$ cat src/iewc_pkg.sv
// package for the interrupt-driven nonvolatile write controller
// assumes a 25 MHz system clock; holds timing and width constants
package iewc_pkg;
    localparam int ADDR_W = 11;
    localparam int DATA_W = 8;
    // programming pulse length in microseconds and clock rate in kHz
    localparam int PROG_TIME_US = 10000;
    localparam int CLK_KHZ = 25000;
    // least time rounds up to whole cycles
    localparam int PROG_CYCLES = (PROG_TIME_US * CLK_KHZ + 999) / 1000;
    localparam int CNT_W = 18;
    localparam logic [CNT_W-1:0] CNT_RESET = 18'h00000;
    localparam logic [ADDR_W-1:0] ADDR_RESET = 11'h000;
    localparam logic [DATA_W-1:0] DATA_RESET = 8'h00;
    // controller modes
    typedef enum logic [1:0] {
        IEWC_READ = 2'b00,
        IEWC_PROG = 2'b01,
        IEWC_DONE = 2'b11
    } iewc_state_t;
endpackage

$ cat src/iewc_ctrl.sv
// write controller between a processor bus and a byte-erasable memory
// assumes bus strobes come from the same clock domain; the memory pins
// and the transceiver are outside, driven from the registered outputs
`timescale 1ns/1ps
`default_nettype none

// Overview of operation
// - a memory write latches address and data, held through programming
// - a captured write disables the bus-to-memory data transceiver
// - timer starts only with write strobe and memory select together
// - programming-voltage enable stays high for the full 10 ms
// - timer start clears pending completion interrupt state
// - at expiry the programming-voltage enable drops first
// - after expiry transceiver and latches return to read path
// - a write-complete interrupt is raised in the same cycle as that return
// - any memory access during programming raises illegal-access interrupt
// - in read mode memory data pass through the transceiver, no waits
// - selection logic drives chip enable, output enable, latch, direction
module iewc_ctrl #(
    // timer terminal count in cycles, the pulse lasts one cycle more; only a bench shortens it below ten ms
    parameter int TERM = iewc_pkg::PROG_CYCLES
) (
    input wire logic clk_i,
    input wire logic nrst_i,
    input wire logic ce_i,
    input wire logic mem_sel_i,
    input wire logic wr_i,
    input wire logic rd_i,
    input wire logic [iewc_pkg::ADDR_W-1:0] addr_i,
    input wire logic [iewc_pkg::DATA_W-1:0] data_i,
    input wire logic int_ack_i,
    output logic [iewc_pkg::ADDR_W-1:0] mem_addr_o,
    output logic [iewc_pkg::DATA_W-1:0] mem_data_o,
    output logic mem_data_oe_o,
    output logic mem_ce_n_o,
    output logic mem_oe_n_o,
    output logic vpp_en_o,
    output logic xcvr_en_o,
    output logic xcvr_to_bus_o,
    output logic busy_o,
    output logic done_irq_o,
    output logic illegal_irq_o
);
    import iewc_pkg::*;

    iewc_state_t state;
    iewc_state_t next_state;
    logic [ADDR_W-1:0] addr_hold;
    logic [ADDR_W-1:0] next_addr_hold;
    logic [DATA_W-1:0] data_hold;
    logic [DATA_W-1:0] next_data_hold;
    logic latch_on;
    logic next_latch_on;
    logic vpp;
    logic next_vpp;
    logic xcvr_en;
    logic next_xcvr_en;
    logic to_bus;
    logic next_to_bus;
    logic ce_n;
    logic next_ce_n;
    logic oe_n;
    logic next_oe_n;
    logic done_irq;
    logic next_done_irq;
    logic ill_irq;
    logic next_ill_irq;
    logic busy;
    logic next_busy;
    logic start;
    logic t_busy;
    logic t_expire;
    logic wr_hit;
    logic any_hit;

    // strobes and select meet at the selection logic
    // a read during programming counts as illegal just like a write
    assign wr_hit = mem_sel_i && wr_i;
    assign any_hit = mem_sel_i && (wr_i || rd_i);

    // cycle-counted pulse timer
    // programming interval timer
    iewc_timer #(
        .TERM(TERM)
    ) u_timer (
        .clk_i(clk_i),
        .nrst_i(nrst_i),
        .ce_i(ce_i),
        .start_i(start),
        .busy_o(t_busy),
        .expire_o(t_expire)
    );

    // mode sequencing, latches and selection outputs
    always_comb begin
        next_state = state;
        next_addr_hold = addr_hold;
        next_data_hold = data_hold;
        next_latch_on = latch_on;
        next_vpp = vpp;
        next_xcvr_en = xcvr_en;
        next_to_bus = to_bus;
        next_ce_n = ce_n;
        next_oe_n = oe_n;
        next_done_irq = done_irq;
        next_ill_irq = ill_irq;
        start = 1'b0;
        if (int_ack_i) begin
            next_done_irq = 1'b0;
            next_ill_irq = 1'b0;
        end
        case (state)
            IEWC_READ: begin
                next_ce_n = !(mem_sel_i && rd_i);
                next_oe_n = !(mem_sel_i && rd_i);
                next_xcvr_en = 1'b1;
                next_to_bus = 1'b1;
                if (wr_hit) begin
                    start = 1'b1;
                    next_state = IEWC_PROG;
                    next_addr_hold = addr_i;
                    next_data_hold = data_i;
                    next_latch_on = 1'b1;
                    next_xcvr_en = 1'b0;
                    // write select: ce low, oe high
                    next_ce_n = 1'b0;
                    next_oe_n = 1'b1;
                    next_to_bus = 1'b0;
                    next_vpp = 1'b1;
                    next_done_irq = 1'b0;
                    next_ill_irq = 1'b0;
                end
            end
            IEWC_PROG: begin
                if (any_hit) begin
                    next_ill_irq = 1'b1;
                end
                if (t_expire) begin
                    next_vpp = 1'b0;
                    next_state = IEWC_DONE;
                end
            end
            IEWC_DONE: begin
                next_latch_on = 1'b0;
                next_xcvr_en = 1'b1;
                next_to_bus = 1'b1;
                next_ce_n = 1'b1;
                next_oe_n = 1'b1;
                next_done_irq = 1'b1;
                if (any_hit) begin
                    next_ill_irq = 1'b1;
                end
                next_state = IEWC_READ;
            end
            default: begin
                next_state = IEWC_READ;
            end
        endcase
        // timer flag kept as a second witness should the state word upset
        next_busy = t_busy || (next_state != IEWC_READ);
    end

    // registers; the clock enable freezes everything
    always_ff @(posedge clk_i or negedge nrst_i) begin
        if (!nrst_i) begin
            state <= IEWC_READ;
            addr_hold <= ADDR_RESET;
            data_hold <= DATA_RESET;
            latch_on <= 1'b0;
            vpp <= 1'b0;
            xcvr_en <= 1'b1;
            to_bus <= 1'b1;
            ce_n <= 1'b1;
            oe_n <= 1'b1;
            done_irq <= 1'b0;
            ill_irq <= 1'b0;
            busy <= 1'b0;
        end else if (ce_i) begin
            state <= next_state;
            addr_hold <= next_addr_hold;
            data_hold <= next_data_hold;
            latch_on <= next_latch_on;
            vpp <= next_vpp;
            xcvr_en <= next_xcvr_en;
            to_bus <= next_to_bus;
            ce_n <= next_ce_n;
            oe_n <= next_oe_n;
            done_irq <= next_done_irq;
            ill_irq <= next_ill_irq;
            busy <= next_busy;
        end
    end

    // busy comes from a flip-flop so the bus side never sees a glitch
    assign busy_o = busy;
    assign mem_addr_o = addr_hold;
    assign mem_data_o = data_hold;
    assign mem_data_oe_o = latch_on;
    assign mem_ce_n_o = ce_n;
    assign mem_oe_n_o = oe_n;
    assign vpp_en_o = vpp;
    assign xcvr_en_o = xcvr_en;
    assign xcvr_to_bus_o = to_bus;
    assign done_irq_o = done_irq;
    assign illegal_irq_o = ill_irq;
endmodule
`default_nettype wire

$ cat src/iewc_timer.sv
// programming pulse timer: counts cycles from a start pulse to terminal count
// assumes start arrives only while idle; same clock as the controller
`timescale 1ns/1ps
`default_nettype none
module iewc_timer #(
    parameter int TERM = iewc_pkg::PROG_CYCLES
) (
    input wire logic clk_i,
    input wire logic nrst_i,
    input wire logic ce_i,
    input wire logic start_i,
    output logic busy_o,
    output logic expire_o
);
    import iewc_pkg::*;

    logic [CNT_W-1:0] count;
    logic [CNT_W-1:0] next_count;
    logic busy;
    logic next_busy;
    logic expire;
    logic next_expire;

    // a running timer ignores further starts, so the pulse is never stretched
    always_comb begin
        next_count = count;
        next_busy = busy;
        next_expire = 1'b0;
        if (!busy && start_i) begin
            next_busy = 1'b1;
            next_count = CNT_RESET;
        end else if (busy) begin
            if (count == CNT_W'(TERM - 1)) begin
                next_busy = 1'b0;
                next_expire = 1'b1;
            end else begin
                next_count = count + 18'h00001;
            end
        end
    end

    // state registers, frozen while the clock enable is low
    always_ff @(posedge clk_i or negedge nrst_i) begin
        if (!nrst_i) begin
            count <= CNT_RESET;
            busy <= 1'b0;
            expire <= 1'b0;
        end else if (ce_i) begin
            count <= next_count;
            busy <= next_busy;
            expire <= next_expire;
        end
    end

    assign busy_o = busy;
    assign expire_o = expire;
endmodule
`default_nettype wire

$ cat config.mk
export PLATFORM = sky130hd
export DESIGN_NAME = iewc_ctrl
export DESIGN_NICKNAME = d
export VERILOG_FILES = /design/src/iewc_pkg.sv /design/src/iewc_ctrl.sv /design/src/iewc_timer.sv
export SDC_FILE = /design/constraint.sdc
export NUM_CORES = 1
export LEC_CHECK = 0
export ABC_CLOCK_PERIOD_IN_PS = 3300
export BUFFER_PORTS_ARGS = -buffer_cell sky130_fd_sc_hd__buf_2
export CAP_MARGIN = 10
export CORE_UTILIZATION = 58
export CTS_CLUSTER_DIAMETER = 200
export DETAILED_ROUTE_END_ITERATION = 16
export PLACE_DENSITY = 0.83
export SLEW_MARGIN = 20
export SYNTH_ARGS = -nofsm -noshare
export SYNTH_HDL_FRONTEND = slang
export SYNTH_SLANG_ARGS = --single-unit
$ cat constraint.sdc
create_clock -name clk_i -period 3.3 [get_ports clk_i]
set_input_delay 0.495 -clock clk_i [delete_from_list [all_inputs] [get_ports clk_i]]
set_output_delay 0.495 -clock clk_i [all_outputs]
set_load 0.01 [all_outputs]
== Yosys cells after proc, flatten, opt, wreduce, memory -nomap -nowiden ==
Index checks and enable logic that the tools add are counted.
Storage, ports and cells
  register bits after elaboration: 49
  bits in latches: 0
  RAM bits: 0
  memory bits (read-only): 0
  output and inout port bits: 28
  logic and storage cells: 71
  memories: 0
Operators by class
  $add $sub $neg: 1
  $mul: 0
  div/mod/pow operators: 0
  magnitude comparators: 0
  equal/unequal tests: 6
  shifts and indexed selects: 0
  mux-type cells: 31
  bitwise gates (word level): 0
  reductions and logical operators: 19
Operators by type and width (count)
  18-bit two-way mux: 3
  18-bit by 1-bit adder with 18-bit output (second input constant): 1
  18-bit equality test (second input constant): 1
  1-bit two-way mux: 18
  1-bit one-hot mux with 2 select lines: 7
  3-bit AND reduction: 3
  2-bit nonzero test: 4
  1-bit logical AND: 4
  2-bit two-way mux: 2
  2-bit by 1-bit != test with 1-bit output (second input constant): 2
  2-bit one-hot mux with 2 select lines: 1
  4-bit AND reduction: 1
  2-bit by 1-bit equality test with 1-bit output (second input constant): 1
  2-bit equality test (second input constant): 1
  1-bit zero test: 2
  2-bit zero test: 1
  1-bit logical OR: 2
  2-bit != test (second input constant): 1
  2-bit AND reduction: 1
  2-bit OR reduction: 1

== Longest topological paths before layout ==
  depth after elaboration: 6
  mapped depth: 8
  gate-level depth less buffers: 7

== Hierarchy ==
From an unflattened synthesis, not the netlist that was laid out.
Second synthesis, totals
  cell total of the unflattened synthesis: 227
  area, all modules: 2572.5 um^2
By module, submodules not included
  iewc_ctrl: times used 1, cells each 99, area an instance 1402.6 um^2, seq. area each 729.4 um^2
  iewc_timer: times used 1, cells each 128, area an instance 1169.9 um^2, seq. area each 500.5 um^2

== Worst setup path after synthesis ==
OpenSTA, ideal clock, no wires.
  path kind: register to register
  start point: reg state[1]
  end point: reg u_timer.count[17]
  data arrival time: 1.644 ns
  required time: 3.176 ns
  setup slack: 1.532 ns
  stages on the path, launching flop included: 8
  path buffers: 1
  cell sequence: dfrtp_1 inv_1 ha_1 and2b_1 nand3_1 and2_1 buf_6 a211o_2
Between the ends
  longest elaborated chain between the ends: 5
  elaborated cells between the ends (all ways): 7
  classes of those cells: eq/ne: 1; mux: 2; reduce/logical: 4
RTL lines
  start, declared: RTL line iewc_ctrl.sv:46  | iewc_state_t state;
  start signal, assigned: RTL line iewc_ctrl.sv:179  | state <= next_state;
  2-bit zero test *: RTL line iewc_ctrl.sv:112  | case (state)
  1-bit two-way mux *: RTL line iewc_ctrl.sv:112
  1-bit logical AND *: RTL line iewc_timer.sv:29  | if (!busy && start_i) begin
  2-bit by 1-bit != test with 1-bit output (no source line) or 2-bit nonzero test (tied branches)
  3-bit AND reduction (no source line)
  end signal, assigned: RTL line iewc_timer.sv:49  | count <= next_count;
  end, declared: RTL line iewc_timer.sv:17  | logic [CNT_W-1:0] count;
Mark *: on every way between the ends. The rest lies on a longest branch, timed or not.
A chain may end at the register's enable or synchronous reset.

== Worst setup path in the final report ==
Same ends and word-level chain as after synthesis.

==> results.json <==
{
  "n_fill_cell": 284,
  "clk_pin_slew_ns": 0.09,
  "first_iter_violations": 99,
  "ys_ff_latch": 49,
  "place_area_um2": 2670,
  "path_class": "register to register",
  "cellPowerDensity_nw_per_um2": 695,
  "arrival_ns": 2.18,
  "hp-class": "input pin to async pin",
  "route.detailed.drc": 0,
  "start_kind": "register",
  "synthArstFlopShare_pct": 100,
  "wl_per_cell_um": 15.0,
  "syn_area_per_cell_um2": 10.5,
  "irDropWorstVdd_v": 0.000388,
  "numPortBuffers": 53,
  "crit_start": "state[1]$_DFFE_PN0P_",
  "slowest_stage": "dfrtp_1",
  "h-tree-depth": 2,
  "ys_types": 40,
  "final_cell_mix": "buf_2, dfrtp_1, nand2_1, mux2_2, o21ai_0",
  "cts_tree": "yes",
  "die_area_um2": 4390,
  "die_w_um": 66.2,
  "synth_top_family_by_area": "simple AND/OR/NAND/NOR gates",
  "grt_overflow_total": 0,
  "cap_viol_max_count": 0,
  "tightest_slew_ns": 0.590,
  "critPathTopFamily": "simple AND/OR/NAND/NOR gates",
  "synth-simple-area-share_pct": 18.0,
  "dpl_worst_slack_ns": 1.26,
  "outcome": "finished clean",
  "first_pass_iters": 4,
  "die_h_um": 66.2,
  "final.setup.tns_ns": 0,
  "dp_hpwl_um": 3500,
  "core_um2": 3800,
  "fin_ws_ns": 1.31,
  "viasPerCell": 5.94,
  "worstSkewPairLatency_ns": 0.30,
  "hold_viol": 0,
  "synth-xor-area-share_pct": 0,
  "antenna_found_initial": 0,
  "synthAdderAreaFrac_pct": 3.66,
  "rsz0062_at_grt": "false",
  "path_cells": "inv_1 > ha_1 > and2b_1 > nand3_1 > and2_1 > a211o_2",
  "antenna_cells": 0,
  "ys_seq_area_share_pct": 51.4,
  "syn_nets": 261,
  "start_util_pct": 63.0,
  "cts_resized": 0,
  "routabilityCongestion": 0.859,
  "grt_first_pass_wirelength_um": 8340,
  "critPathMaxFanout": 8,
  "slew_viol_final": 0,
  "r2r_start": "state[1]$_DFFE_PN0P_",
  "cp-end-kind": "register",
  "slowest_delay_ns": 0.44,
  "postCtsHoldBufs": 0,
  "skew_ns": 0.00446,
  "synth_ff_type": "dfrtp_1",
  "nNetsFinal": 314,
  "wl_um": 4950,
  "clkSinkCount": 49,
  "ys.warnings.count": 0,
  "synth_area_um2": 2390,
  "cts-root-buf": "clkbuf_8",
  "final_common_cell": "buf_2",
  "synth_edf_count": 0,
  "leakage_nw": 1.37,
  "synthMuxAreaShare_pct": 9.78,
  "setup_viol": 0,
  "syn_to_final_growth_pct": 15.4,
  "drive_gt1_share_pct": 31.9,
  "crit_buf_inv": 1,
  "worstPathRequired_ns": 3.49,
  "fmax_ghz": 0.501,
  "postCtsSetupRepairBufs": 0,
  "grt_pass1_vias": 1823,
  "power.total_mw": 1.92,
  "fin_util_pct": 72.7,
  "route.vias.total": 1960,
  "synth-compound-area-share_pct": 14.3,
  "cts_inserted_buffers": 5,
  "ant_nets": 0,
  "design_area_um2": 2760,
  "io_pins": 54,
  "max-slew-margin-rel_pct": 60.7,
  "rows": 22,
  "gr-usage-all-layers_pct": 25.6,
  "min_period_ns": 1.99,
  "clk_path_buf_depth": 2,
  "final.period_utilization_pct": 60.4,
  "grt_max_degree": 50,
  "netlist_instances": 228
}
-- synthesized netlist by cell type (2+ instances only) --
| library cell | count | area, um^2 |
|---|---|---|
| a211o_1 | 2 | 17.5 |
| a211o_2 | 3 | 30.0 |
| a21oi_1 | 9 | 45.0 |
| a31oi_1 | 14 | 87.6 |
| and2_1 | 3 | 18.8 |
| and3_1 | 7 | 43.8 |
| buf_6 | 2 | 22.5 |
| clkbuf_1 | 3 | 11.3 |
| dfrtp_1 | 46 | 1150 |
| dfstp_2 | 3 | 78.8 |
| ha_1 | 7 | 87.6 |
| inv_1 | 6 | 22.5 |
| mux2_2 | 19 | 214 |
| mux2i_1 | 2 | 20.0 |
| nand2_1 | 32 | 120 |
| nand2b_1 | 4 | 25.0 |
| nand3_1 | 8 | 40.0 |
| nand4_1 | 5 | 31.3 |
| nor2_1 | 8 | 30.0 |
| nor3_1 | 6 | 30.0 |
| nor3b_1 | 2 | 15.0 |
| nor4bb_1 | 2 | 20.0 |
| o21ai_0 | 17 | 85.1 |
| o32ai_1 | 2 | 17.5 |
-- layout make-up --
type                       instances  area, um^2  area share, %
clock buffer                       6        72.6           2.63
timing repair buffer              53         268           9.69
sequential                        49        1230           44.5
multi-input combinational        166        1090           39.6
clock inverter                     2        15.0          0.543
inverter                           6        22.5          0.815
tap                               48        60.1           2.17
-- registers in the layout, summed over array words and instances, names as in the netlist --
name / flops
vpp_en_o: 1
state: 2
mem_oe_n_o: 1
done_irq_o: 1
u_timer.count: 18
mem_addr_o: 11
xcvr_to_bus_o: 1
u_timer.expire_o: 1
mem_data_oe_o: 1
illegal_irq_o: 1
u_timer.busy_o: 1
mem_ce_n_o: 1
mem_data_o: 8
busy_o: 1
-- through the flow --
step | hold WS (ns) | std cells
floorplan | 0.199 | 228
global placement | 0.461 | 322
detailed placement | 0.470 | 322
CTS | 0.418 | 330
global route | 0.242 | 330
finish | 0.195 | 330
-- worst register-to-register path: cells and delay by family, from the launching register on --
kind                       cells  cell delay (ns)
and+or+nand+nor                3             0.68
DFF                            1             0.44
AOI/OAI and AO/OA              1             0.36
adders and majority gates      1             0.25
buffers and inverters          1             0.16
-- where the power goes --
part           leakage, nW  switching, mW  total, mW  internal (mW)
Combinational        0.718          0.349      0.649          0.300
Sequential           0.610          0.127      0.925          0.798
Clock               0.0374          0.197      0.346          0.149
Total                 1.37          0.672       1.92           1.25
-- worst paths after layout --
kind                                                  to  cells past startpoint  slack, ns
setup / recovery           u_timer.count[17]$_DFFE_PN0P_                      6       1.31
hold reg to reg                   mem_oe_n_o$_DFFE_PN1P_                      2       0.48
min in group clk_i             mem_data_o[5]$_DFFE_PN0P_                      2       0.42
hold / removal                 mem_addr_o[2]$_DFFE_PN0P_                      1       0.20
max in group asynchronous   u_timer.count[0]$_DFFE_PN0P_                      1       2.71
setup reg to reg           u_timer.count[17]$_DFFE_PN0P_                      6       1.31
-- logic make-up (layout without fill, tap and decap cells) --
group,after synthesis,in the layout
simple gates,84,84
compound gates,54,54
flops,49,49
mux,21,21
buf+inv,13,67
fa+ha+maj,7,7
-- metal layers --
| metal | global-route usage, % | part of all wire [%] | wire length (um) |
|---|---|---|---|
| met1 | 33.8 | 44 | 2190 |
| met2 | 41.5 | 46 | 2280 |
| met3 | 5.17 | 9.1 | 451 |
| met4 | 9.57 | 0.61 | 30 |
| met5 | 0 | 0 | 0 |
Power figures use the tool's default switching activity.
